**src/include/ams_pkg.sv**
```systemverilog
package ams_pkg;

    // clock and timing
    localparam int CLK_MHZ    = 40;
    localparam int WAKE_US    = 20;
    localparam int WAKE_CYC   = WAKE_US * CLK_MHZ;
    localparam int SETTLE_MS  = 15;
    localparam int SETTLE_CYC = SETTLE_MS * 1000 * CLK_MHZ;
    localparam int WAKE_W     = 10;
    localparam int SETTLE_W   = 20;

    // frame bit counts
    localparam int       CMD_BITS   = 16;
    localparam int       FULL_BITS  = 32;
    localparam int       BIT_W      = 6;
    localparam logic [5:0] BITCNT_MAX = 6'h3F;

    // command words
    localparam logic [15:0] CMD_KEEP      = 16'h0000;
    localparam logic [15:0] CMD_STANDBY   = 16'h8200;
    localparam logic [15:0] CMD_POWERDOWN = 16'h8300;
    localparam logic [15:0] CMD_AUTO      = 16'hA000;
    localparam logic [15:0] CMD_MAN_BASE  = 16'hC000;
    localparam logic [15:0] CMD_MAN_MASK  = 16'hE3FF;
    localparam logic [15:0] CMD_AUX       = 16'hE000;
    localparam int          MAN_CH_LSB    = 10;

    // channels and buffering
    localparam int NCH        = 8;
    localparam int RANGE_W    = 4;
    localparam int FIFO_DEPTH = 32;

    // reset values
    localparam logic RST_PIN_CS   = 1'b1;
    localparam logic RST_PIN_SCLK = 1'b0;

    typedef enum logic [2:0] {
        AMS_IDLE,
        AMS_STANDBY,
        AMS_POWERDOWN,
        AMS_AUTO,
        AMS_MANUAL
    } ams_mode_e;

    typedef struct packed {
        logic               aux;
        logic [2:0]         chan;
        logic [RANGE_W-1:0] range;
        logic               settled;
    } ams_sample_s;

    typedef struct packed {
        logic                cs_m;
        logic                cs_s;
        logic                cs_q;
        logic                sclk_m;
        logic                sclk_s;
        logic                sclk_q;
        logic                sdi_m;
        logic                sdi_s;
        logic [15:0]         shift;
        logic [BIT_W-1:0]    bitcnt;
        ams_mode_e           mode;
        logic [2:0]          auto_chan;
        logic [2:0]          man_chan;
        logic                aux_channel_command;
        logic                pend;
        ams_sample_s         pend_data;
        logic [WAKE_W-1:0]   wake_cnt;
        logic [SETTLE_W-1:0] settle_cnt;
        logic                wake_busy;
        logic                settle_busy;
        logic                ref_on;
        logic                core_on;
        logic [NCH-1:0]      chan_pwr;
        logic                data_invalid;
        logic                sample_lost;
    } ams_state_s;

endpackage

```
**src/rtl/ams_fifo.sv**
```systemverilog
`timescale 1ns/100ps
module ams_fifo #(
    parameter int W     = 9,
    parameter int DEPTH = 32
) (
    input  wire logic         clock,     // system clock
    input  wire logic         rst_n,     // synchronised reset, active low
    input  wire logic         in_valid,  // write request
    input  wire logic [W-1:0] in_data,   // write word
    output logic              in_ready,  // room for a word
    output logic              out_valid, // output register holds a word
    output logic [W-1:0]      out_data,  // output register
    input  wire logic         out_ready  // consumer takes the word
);
    localparam int AW = $clog2(DEPTH);

    logic [W-1:0] mem [DEPTH];
    logic [AW-1:0] wp;
    logic [AW-1:0] rp;
    logic [AW:0]   cnt;
    logic          push;
    logic          pop;

    // output stage is a register, so the store counts only words behind it
    assign in_ready = cnt != (AW+1)'(DEPTH);
    assign push     = in_valid && in_ready;
    assign pop      = (cnt != '0) && (!out_valid || out_ready);

    always_ff @(posedge clock) begin
        if (push) begin
            mem[wp] <= in_data;
        end
    end

    // pointers wrap naturally because depth is a power of two
    always_ff @(posedge clock or negedge rst_n) begin
        if (!rst_n) begin
            wp        <= '0;
            rp        <= '0;
            cnt       <= '0;
            out_valid <= 1'b0;
            out_data  <= '0;
        end else begin
            if (push) begin
                wp <= wp + 1'b1;
            end
            if (pop) begin
                rp       <= rp + 1'b1;
                out_data <= mem[rp];
            end
            cnt <= cnt + (AW+1)'(push) - (AW+1)'(pop);
            if (pop) begin
                out_valid <= 1'b1;
            end else if (out_ready) begin
                out_valid <= 1'b0;
            end
        end
    end
endmodule

```
**src/rtl/ams_sequencer.sv**
```systemverilog
`timescale 1ns/100ps
// What this block does
// - Standby command at frame end enters standby, reference and buffer stay powered.
// - Leaving standby keeps all configured settings untouched.
// - Standby persists until an auto-scan, manual or power-down command executes.
// - In standby, a 32-clock frame flags its conversion data invalid.
// - Conversion command leaves standby at frame end, sampling at next frame start.
// - Power-down command at frame end turns off everything including reference.
// - Waking from software power-down keeps settings.
// - Power-down persists without a conversion or standby command; 32-clock frames flag invalid data.
// - Valid command exits power-down; internal reference needs settling time first.
// - Auto-scan command starts scanning the channels enabled in the scan mask.
// - Auto-scan converts enabled channels ascending, one per frame, wrapping around.
// - Repeating the auto-scan command restarts from the lowest enabled channel.
// - Auto-scan persists while no other valid command executes.
// - Manual command samples that channel next frame and keeps doing so.
// - In auto-scan, channels outside the scan mask are powered down.
// - Each channel sample uses the range programmed for its own channel; auxiliary samples carry range 0.
// - Manual codes carry channel in bits 12..10; E000h selects auxiliary.
// - An all-zero command word keeps the last mode and settings.
module ams_sequencer
    import ams_pkg::*;
#(
    parameter int SETTLE_CYCLES = SETTLE_CYC
) (
    input  wire logic                          clock,                   // 40 MHz clock
    input  wire logic                          resetn,                  // async reset, low
    input  wire logic                          cs_n,                    // chip select pin
    input  wire logic                          sclk,                    // serial clock pin
    input  wire logic                          sdi,                     // serial data pin
    input  wire logic [NCH-1:0]                scan_enable,             // auto-scan mask
    input  wire logic [NCH-1:0][RANGE_W-1:0]   range_sel,               // range per channel
    input  wire logic                          reference_source_select, // 1 = external ref
    input  wire logic                          sample_ready,            // converter takes
    output logic                               sample_valid,            // sample request
    output ams_sample_s                        sample_data,             // channel and range
    output ams_mode_e                          mode,                    // current mode
    output logic                               ref_power_on,            // ref and buffer on
    output logic                               core_power_on,           // core circuits on
    output logic [NCH-1:0]                     channel_power,           // front-end power
    output logic                               wake_busy,               // standby wake-up
    output logic                               settle_busy,             // reference settling
    output logic                               data_invalid,            // last frame invalid
    output logic                               sample_lost              // request dropped
);

    logic        rst_m;
    logic        rst_n;
    ams_state_s  s;
    ams_state_s  n;
    logic        cs_fall;
    logic        cs_rise;
    logic        sclk_fall;
    logic        exec;
    logic [15:0] cmd;
    logic        is_man;
    logic        is_conv;
    logic        conv_mode;
    logic        fifo_in_ready;
    logic [2:0]  lowest_chan;
    logic [2:0]  pick_chan;

    // lowest enabled channel at or after start, wrapping; start if mask is empty
    function automatic logic [2:0] ams_pick(input logic [NCH-1:0] m, input logic [2:0] st);
        logic [2:0] r;
        logic [2:0] c;
        r = st;
        for (int i = NCH - 1; i >= 0; i--) begin
            c = st + 3'(i);
            if (m[c]) begin
                r = c;
            end
        end
        return r;
    endfunction

    // reset release through two flops
    always_ff @(posedge clock or negedge resetn) begin
        if (!resetn) begin
            rst_m <= 1'b0;
            rst_n <= 1'b0;
        end else begin
            rst_m <= 1'b1;
            rst_n <= rst_m;
        end
    end

    // edges are taken from the second and third flops, never from the first
    assign cs_fall   = s.cs_q & ~s.cs_s;
    assign cs_rise   = ~s.cs_q & s.cs_s;
    assign sclk_fall = s.sclk_q & ~s.sclk_s & ~s.cs_s;
    assign cmd       = s.shift;
    assign exec      = cs_rise && (s.bitcnt >= BIT_W'(CMD_BITS));
    assign is_man    = (cmd & CMD_MAN_MASK) == CMD_MAN_BASE;
    assign is_conv   = (cmd == CMD_AUTO) || is_man || (cmd == CMD_AUX);
    assign conv_mode = (s.mode == AMS_AUTO) || (s.mode == AMS_MANUAL);
    assign lowest_chan = ams_pick(scan_enable, 3'h0);
    assign pick_chan   = ams_pick(scan_enable, s.auto_chan);

    always_comb begin
        n = s;
        n.sample_lost = 1'b0;
        // pin synchronisers
        n.cs_m   = cs_n;
        n.cs_s   = s.cs_m;
        n.cs_q   = s.cs_s;
        n.sclk_m = sclk;
        n.sclk_s = s.sclk_m;
        n.sclk_q = s.sclk_s;
        n.sdi_m  = sdi;
        n.sdi_s  = s.sdi_m;
        // wake-up and settling counters run down on their own
        if (s.wake_cnt != '0) begin
            n.wake_cnt = s.wake_cnt - 1'b1;
        end
        if (s.settle_cnt != '0) begin
            n.settle_cnt = s.settle_cnt - 1'b1;
        end
        // hand the pending request to the buffer; a full buffer stalls it here
        if (s.pend && fifo_in_ready) begin
            n.pend = 1'b0;
        end
        // command bits are taken on the first 16 falling clock edges
        if (sclk_fall) begin
            if (s.bitcnt < BIT_W'(CMD_BITS)) begin
                n.shift = {s.shift[14:0], s.sdi_s};
            end
            if (s.bitcnt != BITCNT_MAX) begin
                n.bitcnt = s.bitcnt + 1'b1;
            end
        end
        // frame start: sample in a conversion mode
        if (cs_fall) begin
            n.bitcnt = '0;
            n.shift  = '0;
            if (conv_mode) begin
                n.sample_lost       = s.pend && !fifo_in_ready;
                n.pend              = 1'b1;
                n.pend_data.settled = (s.wake_cnt == '0) && (s.settle_cnt == '0);
                if (s.mode == AMS_AUTO) begin
                    n.pend_data.aux   = 1'b0;
                    n.pend_data.chan  = pick_chan;
                    n.pend_data.range = range_sel[pick_chan];
                    n.auto_chan       = ams_pick(scan_enable, pick_chan + 3'h1);
                end else begin
                    n.pend_data.aux   = s.aux_channel_command;
                    n.pend_data.chan  = s.man_chan;
                    n.pend_data.range = s.aux_channel_command ? '0 : range_sel[s.man_chan];
                end
            end
        end
        // frame end: judge the frame, then execute the command it carried
        if (cs_rise) begin
            n.data_invalid = !conv_mode && (s.bitcnt >= BIT_W'(FULL_BITS));
        end
        // settings live outside this block and are never reset here
        if (exec) begin
            if (cmd == CMD_STANDBY) begin
                n.mode    = AMS_STANDBY;
                n.ref_on  = 1'b1;
                n.core_on = 1'b0;
            end else if (cmd == CMD_POWERDOWN) begin
                n.mode    = AMS_POWERDOWN;
                n.ref_on  = 1'b0;
                n.core_on = 1'b0;
            end else if (is_conv) begin
                n.ref_on  = 1'b1;
                n.core_on = 1'b1;
                if (s.mode == AMS_STANDBY || s.mode == AMS_IDLE) begin
                    n.wake_cnt = WAKE_W'(WAKE_CYC);
                end
                if (cmd == CMD_AUTO) begin
                    n.mode      = AMS_AUTO;
                    n.auto_chan = lowest_chan;
                end else begin
                    n.mode     = AMS_MANUAL;
                    n.aux_channel_command  = cmd == CMD_AUX;
                    n.man_chan = cmd[MAN_CH_LSB +: 3];
                end
            end
            // in power-down, any non-keep word other than power-down re-arms settling of the internal reference
            if (s.mode == AMS_POWERDOWN && cmd != CMD_KEEP && cmd != CMD_POWERDOWN
                && !reference_source_select) begin
                n.settle_cnt = SETTLE_W'(SETTLE_CYCLES);
            end
        end
        // an all-zero word or an unknown word falls through and keeps the mode
        // front-end power follows the mode
        unique case (n.mode)
            AMS_AUTO:   n.chan_pwr = scan_enable;
            AMS_MANUAL: n.chan_pwr = n.aux_channel_command ? '0 : NCH'(1) << n.man_chan;
            AMS_IDLE, AMS_STANDBY, AMS_POWERDOWN: n.chan_pwr = '0;
        endcase
        n.wake_busy   = n.wake_cnt != '0;
        n.settle_busy = n.settle_cnt != '0;
    end

    // all state in one register; chip select idles high
    always_ff @(posedge clock or negedge rst_n) begin
        if (!rst_n) begin
            s        <= '0;
            s.cs_m   <= RST_PIN_CS;
            s.cs_s   <= RST_PIN_CS;
            s.cs_q   <= RST_PIN_CS;
            s.sclk_m <= RST_PIN_SCLK;
            s.sclk_s <= RST_PIN_SCLK;
            s.sclk_q <= RST_PIN_SCLK;
        end else begin
            s <= n;
        end
    end

    // 32-word buffer between the sequencer and the converter
    ams_fifo #(
        .W     ($bits(ams_sample_s)),
        .DEPTH (FIFO_DEPTH)
    ) u_fifo (
        .clock     (clock),
        .rst_n     (rst_n),
        .in_valid  (s.pend),
        .in_data   (s.pend_data),
        .in_ready  (fifo_in_ready),
        .out_valid (sample_valid),
        .out_data  (sample_data),
        .out_ready (sample_ready)
    );

    assign mode          = s.mode;
    assign ref_power_on  = s.ref_on;
    assign core_power_on = s.core_on;
    assign channel_power = s.chan_pwr;
    assign wake_busy     = s.wake_busy;
    assign settle_busy   = s.settle_busy;
    assign data_invalid  = s.data_invalid;
    assign sample_lost   = s.sample_lost;

    // helper state read only by the checks below
    logic [WAKE_W:0]               wake_len;
    logic [SETTLE_W:0]             settle_len;
    logic [NCH-1:0]                scan_q;
    logic [NCH-1:0][RANGE_W-1:0]   range_q;
    // a reload restarts each length count, so a re-armed interval is measured from its start
    always_ff @(posedge clock or negedge rst_n) begin
        if (!rst_n) begin
            wake_len   <= '0;
            settle_len <= '0;
            scan_q     <= '0;
            range_q    <= '0;
        end else begin
            if (s.wake_cnt == WAKE_W'(WAKE_CYC)) begin
                wake_len <= (WAKE_W+1)'(1);
            end else begin
                wake_len <= s.wake_busy ? wake_len + 1'b1 : '0;
            end
            if (s.settle_cnt == SETTLE_W'(SETTLE_CYCLES)) begin
                settle_len <= (SETTLE_W+1)'(1);
            end else begin
                settle_len <= s.settle_busy ? settle_len + 1'b1 : '0;
            end
            scan_q     <= scan_enable;
            range_q    <= range_sel;
        end
    end
endmodule

```
**config.mk**
```make
export PLATFORM = sky130hd
export DESIGN_NAME = ams_sequencer
export DESIGN_NICKNAME = d
export VERILOG_FILES = /design/src/include/ams_pkg.sv /design/src/rtl/ams_fifo.sv /design/src/rtl/ams_sequencer.sv
export SDC_FILE = /design/constraint.sdc
export NUM_CORES = 1
export LEC_CHECK = 0
export ABC_CLOCK_PERIOD_IN_PS = 4680
export BUFFER_PORTS_ARGS = -buffer_cell sky130_fd_sc_hd__buf_2
export CAP_MARGIN = 20
export CORE_MARGIN = 1.5
export CORE_UTILIZATION = 40
export DETAILED_ROUTE_END_ITERATION = 7
export PLACE_DENSITY = 0.67
export REMOVE_ABC_BUFFERS = 1
export SKIP_CTS_REPAIR_TIMING = 1
export SLEW_MARGIN = 20
export SYNTH_ARGS = -nofsm -noshare
export SYNTH_HDL_FRONTEND = slang
export SYNTH_SLANG_ARGS = --single-unit
```
**constraint.sdc**
```tcl
create_clock -name clock -period 4.68 [get_ports clock]
set_input_delay 0.468 -clock clock [delete_from_list [all_inputs] [get_ports clock]]
set_output_delay 0.468 -clock clock [all_outputs]
set_load 0.02 [all_outputs]
```
==> results of run 1 <==
==> worst max-delay path by stage <==
stage	from	endpoint
2_1_floorplan	s[59]$_DFF_PN0_	s[58]$_DFF_PN0_
3_5_place_dp	s[58]$_DFF_PN0_	s[58]$_DFF_PN0_
4_1_cts	s[58]$_DFF_PN0_	s[58]$_DFF_PN0_
6_report	s[58]$_DFF_PN0_	s[58]$_DFF_PN0_
3_3_place_gp	s[58]$_DFF_PN0_	s[58]$_DFF_PN0_
5_1_grt	s[58]$_DFF_PN0_	s[58]$_DFF_PN0_
==> registers in the layout (all words and copies together), names as in the netlist, 3 cells and up <==
signal,count
channel_power,8
cmd,16
mode,3
n,5
s,56
u_fifo.cnt,6
u_fifo.mem,288
u_fifo.out_data,9
u_fifo.rp,5
u_fifo.wp,5
==> report_power, final <==
part | internal (mW) | switching [mW]
clock | 1.92 | 1.39
combinational | 2.55 | 2.88
sequential | 4.14 | 0.415
total | 8.62 | 4.68
==> cells by family (layout without fill, tap and decap cells) <==
logic type | count (synthesis) | after routing | share of synthesized area
buf+inv | 124 | 224 | 0.0273
mux | 207 | 207 | 0.187
simple gates | 348 | 348 | 0.0870
compound gates | 153 | 153 | 0.0534
fa+ha+maj | 23 | 23 | 0.0153
flops | 410 | 410 | 0.613
xor+xnor | 36 | 36 | 0.0173
other cells | 1 | 1 | 0.000196
==> area by class of cell <==
| cell class | count | area share |
|---|---|---|
| multi-input combinational | 768 | 0.320 |
| clock inverter | 25 | 0.0115 |
| clock buffer | 50 | 0.0515 |
| tap | 607 | 0.0352 |
| inverter | 39 | 0.00678 |
| timing repair buffer | 110 | 0.0313 |
| sequential | 410 | 0.543 |
==> routing by layer <==
layer	share of wire	wire (microns)	GRT usage
met5	0	0	0
met4	0.024	982	0.0493
met3	0.055	2310	0.0250
met2	0.48	19900	0.278
met1	0.44	18500	0.244
==> cells in the final DEF, fill, tap and decap left out, drive strengths merged, types with 8 or more instances in the layout <==
cell	netlist	routed
buf	28	109
o31ai	10	10
nand2b	9	9
ha	21	21
dfrtp	119	119
xor2	14	14
mux2	24	24
xnor2	22	22
nand2	79	79
a21oi	49	49
or3	13	13
inv	37	39
or4	8	8
mux2i	66	66
nand4	15	15
nor2	126	126
nand3	24	24
nor3	22	22
mux4	117	117
o21ai	24	24
nand3b	8	8
edfxtp	288	288
clkinv	2	20
clkbuf	57	50
nor4	12	12
==> results.md, run 1 <==
- PnR Total Power: between 10 and 15 mW
- WHS Endpoint: n[92]$_DFF_PN1_
- Row count: 79
- Ratio of cells with drive above 1 in the final layout: 0.243
- Clock root cell: clkbuf_16
- CP Cell Sequence: inv_1, ha_2, mux4_2, mux2_2, nand2b_1, a21oi_1, o31ai_2, nand2_1, clkinv_1, ha_1, buf_4, xnor2_2, mux4_1, mux2_2, a221o_1, a211o_1, nand3_1
- Setup WS post-layout: ~0.25 ns
- Final setup vio count: 0
- Final net count: 1,440
- Crit path depth: 17
- Peak Freq: approximately 0.23 GHz
- Worst min-delay path startpoint: cs_n
- I/O pin count: 74
- DIE WIDTH: around 220 microns
- MaxCap Viol Count: 0
- Largest net degree at the start of global routing: 56
- Hold path cells: 1
- Delay-heaviest family, CP: multiplexers
- CTS clk-pin slew, worst paths: ~0.06 ns
- GRT Total Usage: 0.172
- Synthesized area per cell: roughly 15 sq um
- Fin util: 0.461
- Gr ovfl total: 0
- Worst Path Required: 5.17 ns
- Place WS: 0.111 ns
- Final wirelength: around 42,000 microns
- Critical path class: reg2reg
- Antenna Diode Count: 0
- Gpl congestion: between 0.8 and 0.9
- Initial antenna violation count: 0
- Synth cell types: 72
- R2r endpoint: s[58]$_DFF_PN0_
- Crit Reg-Reg Startpoint: s[58]$_DFF_PN0_
- Post-synth EDFFs: around 290
- Wire length of the first global-routing pass: 66,300 microns
- CTS Buf Count: 42
- Post-route ant nets: 0
- Initial DRT Pass Iterations: 5
- Hold slack: roughly 0.032 ns
- Layout fillers: between 4,000 and 5,000
- RSZ-0062 raised after global routing: no
- Leak Pwr: just under 8 nW
- Die ar.: just under 50,000 sq um
- Dpl hpwl: between 20,000 and 30,000 microns
- Slew Limit Fails: 0
- Clock skew: between 0.02 and 0.03 ns
- Initial Utilization: 0.408
- Commonest cells post-synth: edfxtp_1 (288), nor2_1 (126), dfrtp_1 (119)
- Buffer and inverter count on the worst path: 3
- HP Class: in2reg
- Seq/Total Area, Yosys: 0.613
- Asr flop ratio synth: 0.298
- H-tree depth: 2
- Crit-path max cell delay: about 0.43 ns
- Status: complete, no violations
- CTS Buffer Depth: 3
- Core area: ~47,000 sq um
- Die height: around 220 microns
- Non-filler cells, final: between 2,000 and 2,500
- Post-DP Area: between 20,000 and 25,000 sq um
- Residual DRC count: 0
- Cell Count Post-Placement: 1,933
- Post-synth top area cell: edfxtp_1
- Worst reg2reg setup slack: about 0.25 ns
- Mapped cell area: between 15,000 and 20,000 sq um
- Fin crit period: ~4.4 ns
- Num Clock Sinks: 410
- CP Max Fanout: 6
- Vias per cell: 5.65
- Syn. warnings: 0
- Synth Flop Type: edfxtp_1
- Final hold violation count: 0
- Via Count: 11,356
- Final worst-path cycle share: 0.948
- Critical path data arrival time: ~5 ns
- Top cell by count, worst path: mux2_2
- Top cells by area, synth: edfxtp_1 (45%), dfrtp_1 (16%), mux4_2 (14%)
- IO buf count: 73
- Starting DRT DRC Count: around 840
- Top-count cell post-synth: edfxtp_1
- Fin area: around 22,000 sq um
- Area grow syn2layout: 12.9%
- Clock Latency Late Sink: approximately 0.56 ns
- Slew Limit Headroom: 0.247
- Startpoint types: flop
- Sum Neg Setup Slack: 0 ns
- Total area of sequential cells: roughly 12,000 sq um
- R2r worst-path depth: 17
- Avg WL per Cell: roughly 21 microns
- CTS tree: yes
- Worst Tran Pin Value: 1.13 ns
- Vias in the first global route: 11,613
- Post-synth top area share: 0.453
- Synthesized flop and latch total: 410
- Synthesized instance count: between 1,000 and 1,500
- Critical Path Slowest Stage Cell: dfrtp_1
- Critical Path End Type: flop
- Multi-input logic area: 6910 sq um
- Cell Pwr Density: 616 nW/um^2
- VDD IR max: 536 uV
Power figures use the tool's default switching activity.
==> run 2, diff against run 1 <==
--- a/config.mk
+++ b/config.mk
@@ -12,7 +12,6 @@
 export CORE_UTILIZATION = 40
 export DETAILED_ROUTE_END_ITERATION = 7
 export PLACE_DENSITY = 0.67
-export REMOVE_ABC_BUFFERS = 1
 export SKIP_CTS_REPAIR_TIMING = 1
 export SLEW_MARGIN = 20
 export SYNTH_ARGS = -nofsm -noshare
==> run 2 against run 1 <==
Against the previous run: clock skew shrank 0.0029 ns; core utilization barely moved; fmax decreased by 0.78%; worst setup slack lost 0.035 ns; non-clock buffer count shrank 4; critical path depth is 3 lower; die area did not move; highest routed layer unchanged.
==> results.md, run 2 (synthesized netlist as in run 1, its figures left out) <==
- Worst Tran Pin Value: 1.06 ns
- Final worst-path cycle share: 0.955
- Via Count: ~11,000
- Cell Pwr Density: 616 nW/um^2
- Critical Path Slowest Stage Cell: dfrtp_1
- Row count: 79
- CP Max Fanout: 12
- Die height: approximately 220 microns
- Vias in the first global route: 11,314
- Critical path data arrival time: a little under 5 ns
- H-tree depth: 2
- DIE WIDTH: between 200 and 250 microns
- Vias per cell: 5.61
- Clock Latency Late Sink: 0.55 ns
- Ratio of cells with drive above 1 in the final layout: 0.247
- Antenna Diode Count: 0
- Starting DRT DRC Count: about 810
- Slew Limit Fails: 0
- Residual DRC count: 0
- CTS clk-pin slew, worst paths: 0.06 ns
- HP Class: in2reg
- Most flops, register: u_fifo.mem
- Final setup vio count: 0
- Peak Freq: about 0.22 GHz
- Num Clock Sinks: roughly 400
- Post-route ant nets: 0
- Area grow syn2layout: 12.9%
- VDD IR max: 556 uV
- Clock skew: around 0.025 ns
- Critical Path End Type: flop
- Leak Pwr: between 7 and 8 nW
- CP startpoint: s[58]$_DFF_PN0_
- PnR Total Power: roughly 13 mW
- Critical path class: reg2reg
- Layout fillers: approximately 4,100
- Final hold violation count: 0
- Initial antenna violation count: 0
- Dpl hpwl: around 27,000 microns
- Gr ovfl total: 0
- Initial DRT Pass Iterations: 5
- Wire length of the first global-routing pass: roughly 64,000 microns
- Status: complete, no violations
- MaxCap Viol Count: 0
- Crit Reg-Reg Startpoint: s[58]$_DFF_PN0_
- CTS Buffer Depth: 3
- Max reg flops: roughly 290
- Final wirelength: 40,100 microns
- Gpl congestion: 0.863
- Fin crit period: around 4.5 ns
- Largest net degree at the start of global routing: 62
- Slew Limit Headroom: 0.296
- End of the critical path: s[59]$_DFF_PN0_
- Worst Path Required: about 5.1 ns
- GRT Total Usage: 0.164
- Startpoint types: flop
- CP Cell Sequence: inv_4, ha_4, mux4_2, mux2_2, o22ai_1, o211ai_1, nand3_4, buf_4, mux2i_1, mux2i_1, and2_1, a2111oi_0, nand4_1, a31oi_1
- Crit-path max cell delay: ~0.53 ns
- IO buf count: 73
- Clock root cell: clkbuf_16
- Avg WL per Cell: about 20 microns
- Worst reg2reg setup slack: approximately 0.21 ns
- Core area: about 47,000 sq um
- Sum Neg Setup Slack: 0 ns
- RSZ-0062 raised after global routing: no
- Top cell by count, worst path: mux2i_1
- Die ar.: about 49,000 sq um
- Initial Utilization: 0.408
- CTS Buf Count: between 40 and 50
- Final net count: ~1,400
- CTS tree: yes
- Commonest non-fill, non-tap cells in the layout: edfxtp_1 (288), nor2_1 (126), mux4_2 (116), dfrtp_1 (110), nand2_1 (79)
- Most common cell after layout, fill and taps aside: edfxtp_1
- I/O pin count: 74
- Net count after synthesis: 1,371
- R2r worst-path depth: 14
- R2r endpoint: s[59]$_DFF_PN0_
## run 2: cell types whose count changed in the layout (fill, tap and decap cells not counted), sizes merged
cell	previous run	this run
buf	109	105
clkbuf	50	51
clkinvlp	1	0
bufinv	4	2
inv	39	41
## run 2: worst min path at each step
stage,startpoint,end,slack [ns],cells past startpoint
floorplan,resetn,rst_m$_DFF_PN0_,0.17,0
detailed placement,rst_n$_DFF_PN0_,s[60]$_DFF_PN0_,0.23,0
CTS,resetn,rst_n$_DFF_PN0_,-0.33,1
finish,cs_n,n[92]$_DFF_PN1_,0.03,1
global route,cs_n,n[92]$_DFF_PN1_,0.006,1
global placement,rst_n$_DFF_PN0_,s[59]$_DFF_PN0_,0.22,0
## run 2: power breakdown
part | switching (mW) | internal, mW | total, mW
combinational | 2.98 | 2.61 | 5.59
sequential | 0.380 | 4.15 | 4.53
clock | 1.38 | 1.80 | 3.17
## run 2: critical path: cells and delay by family (launching register included)
| family | cells | cell delay, ns |
|---|---|---|
| muxes | 4 | 1.45 |
| AOI/OAI and AO/OA | 4 | 1.10 |
| and+or+nand+nor | 3 | 0.63 |
| DFF | 1 | 0.53 |
| adders and majority gates | 1 | 0.35 |
| buffers and inverters | 2 | 0.29 |
## run 2: final cells by class
class | instances | area, sq um | area share
clock buffer | 51 | 1090 | 0.0507
multi-input combinational | 768 | 7010 | 0.325
clock inverter | 24 | 208 | 0.00963
timing repair buffer | 106 | 628 | 0.0291
tap | 607 | 759 | 0.0352
inverter | 39 | 154 | 0.00713
sequential | 410 | 11700 | 0.543
## run 2: metrics by stage
step	instances	cell area [sq um]	setup WS, ns	hold WS, ns	utilization
2_1_floorplan	1302	19300	0.00535	0.172	-
3_3_place_gp	1929	20200	0.301	0.225	0.432
3_5_place_dp	1929	20200	0.267	0.228	0.432
4_1_cts	2004	21500	0.227	-0.326	0.460
5_1_grt	2005	21600	0.0302	0.00582	0.461
6_report	2005	21600	0.211	0.0326	0.461
## run 2: routing by layer
metal | global-route usage | part of all wire
met5 | 0 | 0
met4 | 0.0380 | 0.014
met3 | 0.0250 | 0.052
met2 | 0.275 | 0.49
met1 | 0.228 | 0.44
